### config.mk
export PLATFORM = sky130hd
export DESIGN_NAME = p4f_port
export DESIGN_NICKNAME = d
export VERILOG_FILES = /design/src/p4f_pkg.sv /design/src/p4f_pad_if.sv /design/src/p4f_port.sv /design/src/p4f_func_mux.sv /design/src/p4f_pad_drv.sv
export VERILOG_INCLUDE_DIRS = /design/src
export SDC_FILE = /design/constraint.sdc
export NUM_CORES = 1
export LEC_CHECK = 0
export BUFFER_PORTS_ARGS = -buffer_cell sky130_fd_sc_hd__buf_4
export CAP_MARGIN = 25
export CORE_ASPECT_RATIO = 1.4
export CORE_MARGIN = 2
export CORE_UTILIZATION = 55
export CTS_CLUSTER_DIAMETER = 200
export DETAILED_ROUTE_END_ITERATION = 8
export PLACE_DENSITY = 0.85
export SETUP_SLACK_MARGIN = 0.05
export SLEW_MARGIN = 10
export SYNTH_ARGS = -nofsm -noshare
export SYNTH_HDL_FRONTEND = slang
export SYNTH_SLANG_ARGS = --single-unit
### constraint.sdc
create_clock -name sys_clk -period 3.45 [get_ports sys_clk]
set_input_delay 0.8625 -clock sys_clk [delete_from_list [all_inputs] [get_ports sys_clk]]
set_output_delay 0.8625 -clock sys_clk [all_outputs]
set_load 0.005 [all_outputs]
### src/p4f_consts.svh
// Constants of the eight-pin port with function select: register indices, reset values,
// idle levels. Assumes the includer compares indices against the APB word address.
`ifndef P4F_CONSTS_SVH
`define P4F_CONSTS_SVH

// ----------------------------------------
// Register indices (byte address is four times)
// ----------------------------------------
`define P4F_IDX_DATA 18'h0f244
`define P4F_IDX_DIR 18'h0f245
`define P4F_IDX_CON0 18'h0f246
`define P4F_IDX_CON1 18'h0f247
`define P4F_IDX_MOD0 18'h0f248
`define P4F_IDX_MOD1 18'h0f249

// ----------------------------------------
// Reset and idle values
// ----------------------------------------
`define P4F_RST_BYTE 8'h00
`define P4F_IDLE_LVL 1'b1
`define P4F_PAD_BITS 24'h000000

`endif

### src/p4f_pkg.sv
// Types shared by the port blocks: function selector, drive style, bus state.
// Assumes nothing beyond a SystemVerilog compiler.
package p4f_pkg;

	typedef enum logic [1:0] {
		P4F_FN_GPIO = 2'b00,
		P4F_FN_ALT1 = 2'b01,
		P4F_FN_ALT2 = 2'b10,
		P4F_FN_ALT3 = 2'b11
	} p4f_fn_e;

	typedef enum logic [1:0] {
		P4F_ST_HIZ = 2'b00,
		P4F_ST_POD = 2'b01,
		P4F_ST_NOD = 2'b10,
		P4F_ST_CMOS = 2'b11
	} p4f_style_e;

	typedef enum logic [1:0] {
		P4F_BUS_IDLE = 2'b00,
		P4F_BUS_ACK = 2'b01
	} p4f_bus_e;

	function automatic p4f_fn_e p4f_fn_of(input logic [7:0] lo, input logic [7:0] hi,
			input logic [2:0] idx);
		return p4f_fn_e'({hi[idx], lo[idx]});
	endfunction

endpackage

### src/p4f_pad_if.sv
// Per-pin control bundle between register file, function mux and pad driver.
// Assumes one instance per port, all signals combinational.
`timescale 1ns/100ps
`default_nettype none
interface p4f_pad_if #(parameter int N = 8);
	logic [N-1:0] value;
	logic [N-1:0] forbid;
	logic [N-1:0] dir;
	logic [N-1:0] style_lo;
	logic [N-1:0] style_hi;
	logic [N-1:0] drv_oe;
	logic [N-1:0] drv_out;
	logic [N-1:0] pull_up;
	logic [N-1:0] pull_dn;
	modport ctl (output dir, output style_lo, output style_hi,
		input drv_oe, input drv_out, input pull_up, input pull_dn);
	modport mux (output value, output forbid);
	modport pad (input value, input forbid, input dir, input style_lo, input style_hi,
		output drv_oe, output drv_out, output pull_up, output pull_dn);
endinterface
`default_nettype wire

### src/p4f_port.sv
// Eight-pin general purpose port with per-pin function select, APB register file.
// Assumes pins and peripheral signals are synchronous to sys_clk; pads resolve
// the wire level from pin_oe and pin_out and apply the pull requests.
//
// The APB register port was chosen for this implementation.
`include "p4f_consts.svh"
`timescale 1ns/100ps
`default_nettype none
module p4f_port #(
	parameter int ADDR_W = 20,
	parameter int N = 8
) (
	input wire logic sys_clk,
	input wire logic srst,
	input wire logic psel,
	input wire logic penable,
	input wire logic pwrite,
	input wire logic [ADDR_W-1:0] paddr,
	input wire logic [31:0] pwdata,
	input wire logic [3:0] pstrb,
	output logic pready,
	output logic [31:0] prdata,
	output logic pslverr,
	input wire logic [N-1:0] pin_in,
	output logic [N-1:0] pin_out,
	output logic [N-1:0] pin_oe,
	output logic [N-1:0] pin_pull_up,
	output logic [N-1:0] pin_pull_dn,
	input wire logic pwm_channel_four_out,
	input wire logic pwm_channel_five_out,
	input wire logic sync_serial_data_out,
	input wire logic sync_serial_clock_out,
	input wire logic uart_zero_transmit,
	input wire logic uart_one_transmit,
	input wire logic i2c_scl_out,
	input wire logic i2c_sda_out,
	output logic sync_serial_data_in,
	output logic sync_serial_clock_in,
	output logic uart_zero_receive,
	output logic i2c_scl_in,
	output logic i2c_sda_in
);

	// ----------------------------------------
	// Registers
	// ----------------------------------------
	logic [N-1:0] pin_data_q;
	logic [N-1:0] pin_direction_q;
	logic [N-1:0] drive_style_low_q;
	logic [N-1:0] drive_style_high_q;
	logic [N-1:0] function_select_low_q;
	logic [N-1:0] function_select_high_q;

	p4f_pkg::p4f_bus_e bus_state_q;
	logic pready_q;
	logic pslverr_q;
	logic [31:0] prdata_q;

	logic [N-1:0] pin_out_q;
	logic [N-1:0] pin_oe_q;
	logic [N-1:0] pull_up_q;
	logic [N-1:0] pull_dn_q;

	logic ser_data_in_q;
	logic ser_clock_in_q;
	logic uart0_rx_q;
	logic scl_in_q;
	logic sda_in_q;

	// ----------------------------------------
	// Address decode
	// ----------------------------------------
	logic [ADDR_W-3:0] word_addr;
	logic hit_data;
	logic hit_dir;
	logic hit_con0;
	logic hit_con1;
	logic hit_mod0;
	logic hit_mod1;
	logic hit_any;
	logic wr_commit;
	logic low_lane;
	logic [7:0] wr_byte;

	assign word_addr = paddr[ADDR_W-1:2];
	assign hit_data = (word_addr == (ADDR_W-2)'(`P4F_IDX_DATA));
	assign hit_dir = (word_addr == (ADDR_W-2)'(`P4F_IDX_DIR));
	assign hit_con0 = (word_addr == (ADDR_W-2)'(`P4F_IDX_CON0));
	assign hit_con1 = (word_addr == (ADDR_W-2)'(`P4F_IDX_CON1));
	assign hit_mod0 = (word_addr == (ADDR_W-2)'(`P4F_IDX_MOD0));
	assign hit_mod1 = (word_addr == (ADDR_W-2)'(`P4F_IDX_MOD1));
	assign hit_any = hit_data | hit_dir | hit_con0 | hit_con1 | hit_mod0 | hit_mod1;

	// Registers are one byte wide; only the low byte lane can write them
	assign low_lane = pstrb[0];
	assign wr_byte = pwdata[7:0];

	// A write lands at the edge where the master sees pready high
	assign wr_commit = (bus_state_q == p4f_pkg::P4F_BUS_ACK) && psel && penable && pwrite
		&& low_lane;

	// ----------------------------------------
	// Bus handshake
	// ----------------------------------------
	// One wait state: pready rises in the second access cycle, which lets the
	// read data come from a flop and keeps the decode off the output path.
	always_ff @(posedge sys_clk) begin
		if (srst) begin
			bus_state_q <= p4f_pkg::P4F_BUS_IDLE;
		end else begin
			case (bus_state_q)
			p4f_pkg::P4F_BUS_IDLE: begin
				if (psel && penable) begin
					bus_state_q <= p4f_pkg::P4F_BUS_ACK;
				end
			end
			p4f_pkg::P4F_BUS_ACK: bus_state_q <= p4f_pkg::P4F_BUS_IDLE;
			default: bus_state_q <= p4f_pkg::P4F_BUS_IDLE;
			endcase
		end
	end

	always_ff @(posedge sys_clk) begin
		if (srst) begin
			pready_q <= 1'b0;
		end else begin
			pready_q <= (bus_state_q == p4f_pkg::P4F_BUS_IDLE) && psel && penable;
		end
	end

	// Unmapped addresses answer with an error and change nothing
	always_ff @(posedge sys_clk) begin
		if (srst) begin
			pslverr_q <= 1'b0;
		end else if ((bus_state_q == p4f_pkg::P4F_BUS_IDLE) && psel && penable) begin
			pslverr_q <= ~hit_any;
		end else begin
			pslverr_q <= 1'b0;
		end
	end

	// ----------------------------------------
	// Read path
	// ----------------------------------------
	logic [N-1:0] data_view;
	logic [7:0] rd_byte;

	always_comb begin
		for (int i = 0; i < N; i++) begin
			// Input pins show the pin, output pins show the written value
			data_view[i] = pin_direction_q[i] ? pin_in[i] : pin_data_q[i];
		end
	end

	always_comb begin
		rd_byte = `P4F_RST_BYTE;
		if (hit_data) begin
			rd_byte = 8'(data_view);
		end else if (hit_dir) begin
			rd_byte = 8'(pin_direction_q);
		end else if (hit_con0) begin
			rd_byte = 8'(drive_style_low_q);
		end else if (hit_con1) begin
			rd_byte = 8'(drive_style_high_q);
		end else if (hit_mod0) begin
			rd_byte = 8'(function_select_low_q);
		end else if (hit_mod1) begin
			rd_byte = 8'(function_select_high_q);
		end
	end

	always_ff @(posedge sys_clk) begin
		if (srst) begin
			prdata_q <= '0;
		end else if ((bus_state_q == p4f_pkg::P4F_BUS_IDLE) && psel && penable && !pwrite) begin
			prdata_q <= {`P4F_PAD_BITS, rd_byte};
		end else begin
			prdata_q <= '0;
		end
	end

	// ----------------------------------------
	// Register writes
	// ----------------------------------------
	always_ff @(posedge sys_clk) begin
		if (srst) begin
			pin_data_q <= N'(`P4F_RST_BYTE);
		end else if (wr_commit && hit_data) begin
			pin_data_q <= N'(wr_byte);
		end
	end

	always_ff @(posedge sys_clk) begin
		if (srst) begin
			pin_direction_q <= N'(`P4F_RST_BYTE);
		end else if (wr_commit && hit_dir) begin
			pin_direction_q <= N'(wr_byte);
		end
	end

	always_ff @(posedge sys_clk) begin
		if (srst) begin
			drive_style_low_q <= N'(`P4F_RST_BYTE);
		end else if (wr_commit && hit_con0) begin
			drive_style_low_q <= N'(wr_byte);
		end
	end

	always_ff @(posedge sys_clk) begin
		if (srst) begin
			drive_style_high_q <= N'(`P4F_RST_BYTE);
		end else if (wr_commit && hit_con1) begin
			drive_style_high_q <= N'(wr_byte);
		end
	end

	always_ff @(posedge sys_clk) begin
		if (srst) begin
			function_select_low_q <= N'(`P4F_RST_BYTE);
		end else if (wr_commit && hit_mod0) begin
			function_select_low_q <= N'(wr_byte);
		end
	end

	always_ff @(posedge sys_clk) begin
		if (srst) begin
			function_select_high_q <= N'(`P4F_RST_BYTE);
		end else if (wr_commit && hit_mod1) begin
			function_select_high_q <= N'(wr_byte);
		end
	end

	// ----------------------------------------
	// Function mux and pad driver
	// ----------------------------------------
	p4f_pad_if #(.N(N)) pad_bus ();

	assign pad_bus.dir = pin_direction_q;
	assign pad_bus.style_lo = drive_style_low_q;
	assign pad_bus.style_hi = drive_style_high_q;

	p4f_func_mux u_mux (
		.sel_lo(8'(function_select_low_q)),
		.sel_hi(8'(function_select_high_q)),
		.data(8'(pin_data_q)),
		.pwm_four(pwm_channel_four_out),
		.pwm_five(pwm_channel_five_out),
		.ser_data_out(sync_serial_data_out),
		.ser_clock_out(sync_serial_clock_out),
		.uart0_tx(uart_zero_transmit),
		.uart1_tx(uart_one_transmit),
		.scl_out(i2c_scl_out),
		.sda_out(i2c_sda_out),
		.pad(pad_bus.mux)
	);

	p4f_pad_drv #(.N(N)) u_pad (
		.pad(pad_bus.pad)
	);

	// Pad outputs registered so every port leaves a flop; adds one cycle
	always_ff @(posedge sys_clk) begin
		if (srst) begin
			pin_oe_q <= '0;
			pin_out_q <= '0;
		end else begin
			pin_oe_q <= pad_bus.drv_oe;
			pin_out_q <= pad_bus.drv_out;
		end
	end

	always_ff @(posedge sys_clk) begin
		if (srst) begin
			pull_up_q <= '0;
			pull_dn_q <= '0;
		end else begin
			pull_up_q <= pad_bus.pull_up;
			pull_dn_q <= pad_bus.pull_dn;
		end
	end

	// ----------------------------------------
	// Peripheral inputs
	// ----------------------------------------
	// Unselected peripheral inputs idle high, the quiet level of serial lines.
	// Where two pins share an input, the higher pin wins.
	p4f_pkg::p4f_fn_e fn_pin [N];

	always_comb begin
		for (int i = 0; i < N; i++) begin
			fn_pin[i] = p4f_pkg::p4f_fn_of(8'(function_select_low_q),
				8'(function_select_high_q), 3'(i));
		end
	end

	always_ff @(posedge sys_clk) begin
		if (srst) begin
			ser_data_in_q <= `P4F_IDLE_LVL;
		end else if (fn_pin[4] == p4f_pkg::P4F_FN_ALT2) begin
			ser_data_in_q <= pin_in[4];
		end else if (fn_pin[0] == p4f_pkg::P4F_FN_ALT2) begin
			ser_data_in_q <= pin_in[0];
		end else begin
			ser_data_in_q <= `P4F_IDLE_LVL;
		end
	end

	always_ff @(posedge sys_clk) begin
		if (srst) begin
			ser_clock_in_q <= `P4F_IDLE_LVL;
		end else if (fn_pin[5] == p4f_pkg::P4F_FN_ALT2) begin
			ser_clock_in_q <= pin_in[5];
		end else if (fn_pin[1] == p4f_pkg::P4F_FN_ALT2) begin
			ser_clock_in_q <= pin_in[1];
		end else begin
			ser_clock_in_q <= `P4F_IDLE_LVL;
		end
	end

	always_ff @(posedge sys_clk) begin
		if (srst) begin
			uart0_rx_q <= `P4F_IDLE_LVL;
		end else if (fn_pin[2] == p4f_pkg::P4F_FN_ALT1) begin
			uart0_rx_q <= pin_in[2];
		end else begin
			uart0_rx_q <= `P4F_IDLE_LVL;
		end
	end

	always_ff @(posedge sys_clk) begin
		if (srst) begin
			scl_in_q <= `P4F_IDLE_LVL;
			sda_in_q <= `P4F_IDLE_LVL;
		end else begin
			scl_in_q <= (fn_pin[1] == p4f_pkg::P4F_FN_ALT1) ? pin_in[1] : `P4F_IDLE_LVL;
			sda_in_q <= (fn_pin[0] == p4f_pkg::P4F_FN_ALT1) ? pin_in[0] : `P4F_IDLE_LVL;
		end
	end

	// ----------------------------------------
	// Outputs
	// ----------------------------------------
	assign pready = pready_q;
	assign prdata = prdata_q;
	assign pslverr = pslverr_q;
	assign pin_out = pin_out_q;
	assign pin_oe = pin_oe_q;
	assign pin_pull_up = pull_up_q;
	assign pin_pull_dn = pull_dn_q;
	assign sync_serial_data_in = ser_data_in_q;
	assign sync_serial_clock_in = ser_clock_in_q;
	assign uart_zero_receive = uart0_rx_q;
	assign i2c_scl_in = scl_in_q;
	assign i2c_sda_in = sda_in_q;

endmodule
`default_nettype wire

### src/p4f_func_mux.sv
// Chooses each pin's output value from the data register or a peripheral.
// Assumes peripheral outputs are synchronous to the port clock.
`timescale 1ns/100ps
`default_nettype none
module p4f_func_mux (
	input wire logic [7:0] sel_lo,
	input wire logic [7:0] sel_hi,
	input wire logic [7:0] data,
	input wire logic pwm_four,
	input wire logic pwm_five,
	input wire logic ser_data_out,
	input wire logic ser_clock_out,
	input wire logic uart0_tx,
	input wire logic uart1_tx,
	input wire logic scl_out,
	input wire logic sda_out,
	p4f_pad_if.mux pad
);
	p4f_pkg::p4f_fn_e fn;

	always_comb begin
		fn = p4f_pkg::P4F_FN_GPIO;
		pad.value = data;
		pad.forbid = '0;
		for (int i = 0; i < 8; i++) begin
			fn = p4f_pkg::p4f_fn_of(sel_lo, sel_hi, 3'(i));
			// Input-only functions leave the data bit on the output path
			case (i)
			7: case (fn)
				p4f_pkg::P4F_FN_ALT2: pad.value[i] = pwm_five;
				p4f_pkg::P4F_FN_GPIO: pad.forbid[i] = 1'b0;
				default: pad.forbid[i] = 1'b1;
			endcase
			6: case (fn)
				p4f_pkg::P4F_FN_ALT2: pad.value[i] = ser_data_out;
				p4f_pkg::P4F_FN_GPIO: pad.forbid[i] = 1'b0;
				default: pad.forbid[i] = 1'b1;
			endcase
			5: case (fn)
				p4f_pkg::P4F_FN_ALT2: pad.value[i] = ser_clock_out;
				p4f_pkg::P4F_FN_GPIO: pad.forbid[i] = 1'b0;
				default: pad.forbid[i] = 1'b1;
			endcase
			4: if (fn == p4f_pkg::P4F_FN_ALT1 || fn == p4f_pkg::P4F_FN_ALT3) begin
				pad.forbid[i] = 1'b1;
			end
			3: case (fn)
				p4f_pkg::P4F_FN_ALT1: pad.value[i] = uart0_tx;
				p4f_pkg::P4F_FN_ALT2: pad.value[i] = pwm_four;
				p4f_pkg::P4F_FN_ALT3: pad.value[i] = uart1_tx;
				default: pad.value[i] = data[i];
			endcase
			2: case (fn)
				p4f_pkg::P4F_FN_ALT2: pad.value[i] = ser_data_out;
				p4f_pkg::P4F_FN_ALT3: pad.forbid[i] = 1'b1;
				default: pad.forbid[i] = 1'b0;
			endcase
			1: case (fn)
				p4f_pkg::P4F_FN_ALT1: pad.value[i] = scl_out;
				p4f_pkg::P4F_FN_ALT2: pad.value[i] = ser_clock_out;
				p4f_pkg::P4F_FN_ALT3: pad.forbid[i] = 1'b1;
				default: pad.forbid[i] = 1'b0;
			endcase
			default: case (fn)
				p4f_pkg::P4F_FN_ALT1: pad.value[i] = sda_out;
				p4f_pkg::P4F_FN_ALT3: pad.forbid[i] = 1'b1;
				default: pad.forbid[i] = 1'b0;
			endcase
			endcase
		end
	end

endmodule
`default_nettype wire

### src/p4f_pad_drv.sv
// Turns direction, drive style and output value into pad enables and pulls.
// Assumes the pad resolves open drain from the output enable alone.
`timescale 1ns/100ps
`default_nettype none
module p4f_pad_drv #(
	parameter int N = 8
) (
	p4f_pad_if.pad pad
);
	for (genvar g = 0; g < N; g++) begin : g_pin
		p4f_pkg::p4f_style_e st;
		logic v;
		assign st = p4f_pkg::p4f_style_e'({pad.style_hi[g], pad.style_lo[g]});
		// Forbidden function forces a low value, so NOD and CMOS drive low and POD leaves the pin undriven
		assign v = pad.value[g] & ~pad.forbid[g];
		always_comb begin
			pad.drv_oe[g] = 1'b0;
			pad.drv_out[g] = v;
			pad.pull_up[g] = 1'b0;
			pad.pull_dn[g] = 1'b0;
			if (pad.dir[g]) begin
				pad.pull_dn[g] = (st == p4f_pkg::P4F_ST_POD);
				pad.pull_up[g] = (st == p4f_pkg::P4F_ST_NOD);
			end else begin
				case (st)
				p4f_pkg::P4F_ST_POD: begin
					pad.drv_oe[g] = v;
					pad.drv_out[g] = 1'b1;
				end
				p4f_pkg::P4F_ST_NOD: begin
					pad.drv_oe[g] = ~v;
					pad.drv_out[g] = 1'b0;
				end
				p4f_pkg::P4F_ST_CMOS: pad.drv_oe[g] = 1'b1;
				default: pad.drv_oe[g] = 1'b0;
				endcase
			end
		end
	end
endmodule
`default_nettype wire

==> reports/metrics.yaml, run 1 <==
run_status:
  status: "completed"
layout:
  final_nets: 693
  diodes: 0
  fin_cells: 707
  drive_above_1_share: 0.229
  fin_area_um2: 5780
  final_common_cell: "buf_4"
  seq_area_um2: 1920
  layout_common_cells: "buf_4 (103), dfxtp_1 (96), mux2i_1 (60)"
  area_delta_synth_final_pct: 21.1
  nFillCells: 683
  multi_input_area_um2: 2500
sta:
  hold_viol: 0
  drv_slew: 0
  max_freq_mhz: 373
  fin_crit_ps: 2680
  setup_viol: 0
  max_slew_margin: 0.540
  worst_slack_ps: 772
  worst_pin_slew_ps: 681
  rsz0062_at_grt: "false"
  post-route-period-util: 0.776
  fin_skew_ps: 6.64
  fin_setup_tns_ps: 0
clock_network:
  cts_made_buffers: 9
  cts_hold_buf: 0
  clockRootBuffer: "clkbuf_16"
  cts_setup_buffers: 0
  clock_latency_ps: 350
  clkTransAtPathRegs_ps: 60
  htreeDepth: 3
  clock_sinks: 96
  cts_tree: "done"
  ctsResizeCount: 0
  ctsLongestPathBuffers: 2
critical_path:
  worst_ep_required_time_ps: 3670
  crit_path_start_kind: "input port"
  cp_max_fo: 9
  arrival_ps: 2900
  reg2reg_from: "bus_state_q[0]"
  path_buf_inv: 1
  slowest_stage: "or4b_1"
  end_kind: "flip-flop"
  cp_top_family: "simple AND/OR/NAND/NOR gates"
  crit_chain: "buf_4, or4b_1, nor4_2, a32oi_1, a221oi_1"
  critPathLaunch: "paddr[7]"
  critPathKind: "in2reg"
  cpPeakStageDelay_ps: 790
power_and_ir_drop:
  pwr-share-seq: 0.496
  clkPwrFrac: 0.446
  ir_drop_uv: 296
  leakage_uw: 0.00239
  p_total_uw: 2240
  combPwrFrac: 0.058
  swShare: 0.217
  power_density_nw_per_um2: 387
  intPower_uw: 1750
  p_switching_uw: 486
placed_design:
  place_hpwl_mm: 8.13
  dp_slack_ps: 504
  routabilityCongestion: 0.849
  place.port_buffers: 94
  dp.cells: 691
  dpl_cell_area_um2: 5480
routing:
  dr.pass1.iters: 4
  wire_per_inst_um: 16.2
  via_count: 3979
  ant_nets: 0
  drt_iter0_drc: 315
  drcViolationCount: 0
  vias_per_cell: 5.63
  drt_wl_total_mm: 11.5
global_route:
  grt_use_total: 0.256
  grt_pass1_vias: 3763
  antenna_found_initial: 0
  gr-total-overflow: 0
  grt_pass1_wl_mm: 18.1
  grt_max_degree: 79
synth:
  synth_mux_area_frac: 0.135
  synth_edf_count: 0
  synth-seq-cells: 96
  synth_simple_gate_area_share: 0.222
  synthCells: 504
  yosys_warnings: 0
  synthAdderAreaFrac: 0.0498
  synthArstFlopShare: 0
  synth_top_area_cell: "dfxtp_1"
  synthFlopType: "dfxtp_1"
  ys_types: 57
  synth_top_family_by_area: "simple AND/OR/NAND/NOR gates"
  seq_area_frac_synth: 0.403
  syn_area_um2: 4770
  syn_avg_cell_area_um2: 9.47
  synthXorXnorAreaFrac: 0
  synthTopCellsByArea: "dfxtp_1 (40%), mux2i_1 (13%), nand2b_1 (7.3%)"
  synth_compound_area_frac: 0.0970
  netlist.area_leader.share: 0.403
hold_path:
  hold_path_class: "reg2reg"
  hold_path_startpoint: "bus_state_q[0]"
floorplanning:
  die_y_um: 114
  die_width_um: 82.7
  core_area_um2: 8510
  rows: 40
  ios: 148
  start_util: 0.561
  die_area_um2: 9450
run:
  cap_violations: 0
[kinds of logic (layout without fill, tap and decap cells)]
logic type,after synthesis,count (layout)
AO/OA/AOI/OAI,73,73
adder cells (fa/ha/maj),19,19
buffers and inverters,87,162
flip-flops,96,96
multiplexers,63,63
other,1,24
AND/OR/NAND/NOR,165,165
[synthesized netlist by cell type (all sizes together) (10+ instances only)]
library cell  number
nand2b            56
nand3             10
clkbuf            12
nor2              28
o21ai             21
a21oi             20
ha                19
dfxtp             96
nor3              15
nand4             10
nand2             11
buf               32
mux2i             60
inv               43
[path summary, 6_finish.rpt]
| kind | to | slack (ps) | cells after the start |
|---|---|---|---|
| hold reg to reg | bus_state_q[0] | 450 | 1 |
| setup reg to reg | prdata[0] | 1570 | 4 |
| setup / recovery | prdata[7] | 770 | 5 |
| hold / removal | bus_state_q[0] | 450 | 1 |
[metal layers]
| layer | GRT usage | up-vias | wire, µm |
|---|---|---|---|
| met2 | 0.437 | 163 | 6000 |
| met5 | 0 | - | 0 |
| met1 | 0.301 | 1891 | 4340 |
| met3 | 0.0418 | 30 | 760 |
| li1 | - | 1895 | - |
| met4 | 0.136 | 0 | 358 |
[power groups by stage]
stage | combinational (µW) | sequential, µW | clock (µW)
after floorplan | 80.8 | 1140 | 0
after global placement | 125 | 1130 | 0
after detailed placement | 128 | 1130 | 0
after CTS | 129 | 1110 | 1010
after global routing | 139 | 1110 | 1060
final | 131 | 1110 | 998
[cell type report]
class,instances,share of cell area
Sequential cell,96,0.332
Inverter,43,0.0279
Tap cell,105,0.0227
Multi-Input combinational cell,344,0.432
Clock inverter,4,0.00930
Clock buffer,12,0.0426
Timing Repair Buffer,103,0.134
[metrics by stage]
step,hold slack [ps],util
floorplan,420,-
global placement,430,0.645
detailed placement,447,0.645
CTS,456,0.680
global route,488,0.680
finish,453,0.680
Note: power is estimated with default switching activity, not from simulation.
==> run 2, diff against run 1 <==
--- a/config.mk
+++ b/config.mk
@@ -10,10 +10,10 @@
 export CAP_MARGIN = 25
 export CORE_ASPECT_RATIO = 1.4
 export CORE_MARGIN = 2
-export CORE_UTILIZATION = 55
+export CORE_UTILIZATION = 47
 export CTS_CLUSTER_DIAMETER = 200
 export DETAILED_ROUTE_END_ITERATION = 8
-export PLACE_DENSITY = 0.85
+export PLACE_DENSITY = 0.77
 export SETUP_SLACK_MARGIN = 0.05
 export SLEW_MARGIN = 10
 export SYNTH_ARGS = -nofsm -noshare
==> constraint.sdc (replaced) <==
create_clock -name sys_clk -period 2.2 [get_ports sys_clk]
set_input_delay 0.55 -clock sys_clk [delete_from_list [all_inputs] [get_ports sys_clk]]
set_output_delay 0.55 -clock sys_clk [all_outputs]
set_load 0.005 [all_outputs]
==> run 2 against run 1 <==
Power increased by 63%. Setup slack got worse by 690 ps. Largest power group unchanged. Register-to-register slack worse by 1100 ps. Sequential share of layout area is 1.7 points lower. Non-clock buffer count up 32. First-iteration DRC count is 2.2% higher. Utilization is 6.4 points lower. Die area is 16% higher. Final cell count up 8.8%. Global-route usage decreased by 2.2 points. Clock-buffer cell count decreased by 2. Highest routed layer unchanged. Hold slack got worse by 22 ps.
==> reports/metrics.yaml, run 2 (synthesized netlist as in run 1, its figures left out) <==
critical_path:
  r2r_slack_ps: 470
  arrival_ps: 2340
  critPathLaunch: "paddr[10]"
  cp_max_fo: 8
  cpPeakStageDelay_ps: 600
  ff2ff_path_depth: 6
  crit_chain: "buf_4, or4b_4, nor4_4, buf_4, buf_4, nand3_4, mux2i_2"
  end_kind: "flip-flop"
  slowest_stage: "or4b_4"
  worst_ep_required_time_ps: 2430
  reg2reg_from: "bus_state_q[0]"
  critPathKind: "in2reg"
  crit_path_start_kind: "input port"
  cpMostUsedCell: "buf_4"
hold_path:
  hold_path_startpoint: "pin_in[1]"
  whs_path_depth: 3
  hold_path_class: "in2reg"
run_status:
  status: "completed"
sta:
  hold_viol: 0
  fin_crit_ps: 2110
  fin_skew_ps: 5.13
  max_freq_mhz: 473
  drv_slew: 0
  post-route-period-util: 0.961
  rsz0062_at_grt: "true"
  setup_viol: 0
layout:
  fin_cells: 769
  seq_area_um2: 1920
  drive_above_1_share: 0.273
  diodes: 0
  multi_input_area_um2: 2500
  final_nets: 725
  final_common_cell: "buf_4"
  fin_area_um2: 6090
  layout_common_cells: "buf_4 (135), dfxtp_1 (96), mux2i_1 (59)"
  area_delta_synth_final_pct: 27.6
  nFillCells: 854
clock_network:
  cts_made_buffers: 9
  clkTransAtPathRegs_ps: 60
  cts_hold_buf: 0
  ctsLongestPathBuffers: 2
  clockRootBuffer: "clkbuf_16"
  htreeDepth: 3
  clock_latency_ps: 350
  clock_sinks: 96
  cts_tree: "done"
routing:
  dr.pass1.iters: 5
  via_count: 4165
  drcViolationCount: 0
  vias_per_cell: 5.42
  ant_nets: 0
  drt_wl_total_mm: 12.5
  drt_iter0_drc: 322
  wire_per_inst_um: 16.2
power_and_ir_drop:
  ir_drop_uv: 440
  p_total_uw: 3660
  leakage_uw: 0.00256
  power_density_nw_per_um2: 600
floorplanning:
  ios: 148
  die_area_um2: 11000
  core_area_um2: 9900
  rows: 43
  die_y_um: 123
  die_width_um: 89.2
  start_util: 0.482
global_route:
  grt_use_total: 0.234
  grt_max_degree: 45
  gr-total-overflow: 0
  grt_pass1_wl_mm: 19.7
  grt_pass1_vias: 4023
  antenna_found_initial: 0
placed_design:
  place_hpwl_mm: 9.18
  dp.cells: 751
  place.port_buffers: 94
  routabilityCongestion: 0.856
  dpl_cell_area_um2: 5750
run:
  cap_violations: 0
==> run 2: cell count changes in the layout (fill, tap and decap cells not counted), sizes merged <==
cell,delta
clkinvlp,-1
buf,+32
inv,+2
bufinv,+1
clkbuf,-2
==> run 2: final timing paths <==
path / end
worst max register to register: function_select_high_q[5]
worst min-delay path: i2c_scl_in
worst min register to register: bus_state_q[0]
worst max-delay path: function_select_high_q[5]
==> run 2: metrics by stage <==
stage | hold slack [ps] | utilization | worst slack, ps | TNS [ps]
after global placement | 430 | 0.581 | -204 | -5100
after CTS | 429 | 0.614 | 75.3 | 0
after floorplan | 420 | - | 5.31 | 0
final | 431 | 0.616 | 86.4 | 0
after detailed placement | 445 | 0.581 | -284 | -7250
after global routing | 432 | 0.616 | 39.9 | 0
==> run 2: layer usage <==
layer  GRT usage  up-vias  wire length (µm)
met5           0        -                 0
met2       0.392      174              6220
li1            -     1961                 -
met4       0.129        0               493
met1       0.284     1994              4990
met3      0.0340       36               800
==> run 2: cell type report <==
class / instances / area share
sequential: 96 / 0.315
clock inverter: 6 / 0.0148
tap: 135 / 0.0277
inverter: 43 / 0.0265
timing repair buffer: 135 / 0.166
clock buffer: 10 / 0.0392
multi-input combinational: 344 / 0.410
==> run 2: power breakdown <==
part | internal, µW | total [µW] | switching, µW
clock | 1030 | 1700 | 668
combinational | 102 | 218 | 116
sequential | 1740 | 1740 | 0.878
==> run 2: worst max-delay path: cells and delay by family <==
kind                   cells  cell delay [ps]
muxes                      1              230
buffers and inverters      3              420
and+or+nand+nor            3             1130
==> run 2: repair_timing <==
item	in CTS	in global routing
buffers inserted	0	2
endpoints found under the setup margin	0	2
resized for setup	0	1
==> run 3, diff against run 2 <==
--- a/config.mk
+++ b/config.mk
@@ -9,11 +9,12 @@
 export BUFFER_PORTS_ARGS = -buffer_cell sky130_fd_sc_hd__buf_4
 export CAP_MARGIN = 25
 export CORE_ASPECT_RATIO = 1.4
-export CORE_MARGIN = 2
+export CORE_MARGIN = 3
 export CORE_UTILIZATION = 47
 export CTS_CLUSTER_DIAMETER = 200
 export DETAILED_ROUTE_END_ITERATION = 8
 export PLACE_DENSITY = 0.77
+export REMOVE_ABC_BUFFERS = 1
 export SETUP_SLACK_MARGIN = 0.05
 export SLEW_MARGIN = 10
 export SYNTH_ARGS = -nofsm -noshare
==> run 3 against run 2 <==
Sequential share of layout area is 0.27 points higher. Sequential cell count stayed put. Combinational power is essentially flat. Via count decreased by 4.7%. First-iteration DRC count grew 2.2%. Clock power decreased by 5%. Non-clock buffer count shrank 8. Register-to-register slack hardly changed. Fmax is 1.1% lower. Clock skew up 0.86 ps. Global-route usage shrank 2.8 points. Wire length shrank 5.8%. Critical path type unchanged. Critical endpoint is now prdata[1]. Largest power group unchanged. Highest routed layer unchanged.
==> reports/metrics.yaml, run 3 (synthesized netlist as in run 1, its figures left out) <==
run_status:
  status: "completed"
floorplanning:
  ios: 148
  die_width_um: 91.2
  die_y_um: 125
  die_area_um2: 11400
  rows: 42
  start_util: 0.494
  core_area_um2: 9670
critical_path:
  reg2reg_from: "bus_state_q[0]"
  end_kind: "flip-flop"
  worst_ep_required_time_ps: 2420
  arrival_ps: 2360
  ff2ff_path_depth: 3
  r2r-end: "prdata[1]"
  crit_path_start_kind: "input port"
  critPathKind: "in2reg"
  r2r_slack_ps: 470
  cp_max_fo: 4
hold_path:
  hold_path_class: "in2reg"
  whs_path_depth: 3
  hold_path_startpoint: "pin_in[1]"
  holdPathEnd: "i2c_scl_in"
routing:
  drt_wl_total_mm: 11.8
  dr.pass1.iters: 5
  wire_per_inst_um: 15.6
  drt_iter0_drc: 329
  via_count: 3970
  vias_per_cell: 5.24
  ant_nets: 0
  drcViolationCount: 0
clock_network:
  ctsLongestPathBuffers: 2
  htreeDepth: 3
  cts_tree: "done"
  clock_latency_ps: 350
  clockRootBuffer: "clkbuf_16"
  clock_sinks: 96
  cts_made_buffers: 9
  clkTransAtPathRegs_ps: 60
power_and_ir_drop:
  power_density_nw_per_um2: 590
  ir_drop_uv: 362
  leakage_uw: 0.00252
sta:
  worst_pin_slew_ps: 617
  hold_viol: 0
  fin_crit_ps: 2140
  drv_slew: 0
  worst_slack_ps: 62.6
  fin_skew_ps: 5.99
  max_slew_margin: 0.583
  fin_setup_tns_ps: 0
  setup_viol: 0
  post-route-period-util: 0.972
  max_freq_mhz: 468
  rsz0062_at_grt: "true"
placed_design:
  dp_slack_ps: -283
  routabilityCongestion: 0.906
  place.port_buffers: 94
  dp.cells: 741
  place_hpwl_mm: 8.73
layout:
  final_common_cell: "buf_4"
  diodes: 0
  area_delta_synth_final_pct: 26.6
  layout_common_cells: "buf_4 (125), dfxtp_1 (96), mux2i_1 (60)"
  fin_cells: 757
  drive_above_1_share: 0.261
  final_util: 0.625
  final_nets: 717
global_route:
  met3_usage: 0.0463
  grt_use_total: 0.206
  gr-total-overflow: 0
  grt_use_met2: 0.350
  grt_pass1_vias: 3986
  met1_usage: 0.245
  busiest_layer: "met2"
  antenna_found_initial: 0
  grt_max_degree: 79
  grt_pass1_wl_mm: 19.0
run:
  cap_violations: 0
## run 3: cell count changes in the layout (fill, tap and decap cells not counted), sizes merged
cell | before | now
clkinv | 1 | 0
clkbuf | 10 | 13
buf | 135 | 127
bufinv | 2 | 1
inv | 45 | 43
## run 3: cell type report
class                   count  area, µm²
fillers                   826       3630
flip-flops and latches     96       1920
well taps                 132        165
repair buffers            127        978
inverters                  43        161
clock inverters             2       37.5
multi-input cells         344       2510
clock buffers              13        270
## run 3: per-stage QoR
step                cell area, µm²  hold WS [ps]  power, µW
floorplan                     4580           419       1850
global placement              5720           431       1990
detailed placement            5720           455       1990
CTS                           6020           410       3580
global route                  6040           419       3670
finish                        6040           416       3560
## run 3: worst max path at each step
stage                         start                   endpoint  slack, ps  cells past startpoint
after detailed placement  paddr[19]                  prdata[1]       -280                      6
after floorplan           paddr[19]      drive_style_high_q[0]       -290                      4
after global routing      paddr[19]  function_select_high_q[0]         40                      7
final                     paddr[19]                  prdata[1]         60                      6
after CTS                 paddr[19]                  prdata[1]         80                      6
after global placement    paddr[19]                  prdata[1]       -250                      6
## run 3: what timing repair did
| action | 4_1_cts | 5_1_grt |
|---|---|---|
| buffers inserted | 0 | 1 |
| setup endpoints to repair | 0 | 8 |
| gates resized for setup | 0 | 2 |
| endpoints found under the hold margin | 0 | 0 |
| hold buffers | 0 | 0 |
## run 3: worst max-delay path, cell delays in order
cell and delay (ps):
buf_4 110, or4b_4 600, buf_12 170, nor4_4 400, o31ai_1 130, a221oi_1 400
## run 3: per-layer routing
| metal | vias to the layer above | part of all wire |
|---|---|---|
| li1 | 1943 | - |
| met1 | 1864 | 0.42 |
| met2 | 137 | 0.50 |
| met5 | - | 0 |
| met4 | 0 | 0.030 |
| met3 | 26 | 0.054 |
## run 3: power by group
| part | total, µW | switching (µW) | internal [µW] |
|---|---|---|---|
| registers | 1740 | 1.01 | 1740 |
| clock network | 1610 | 638 | 968 |
| logic | 217 | 112 | 105 |
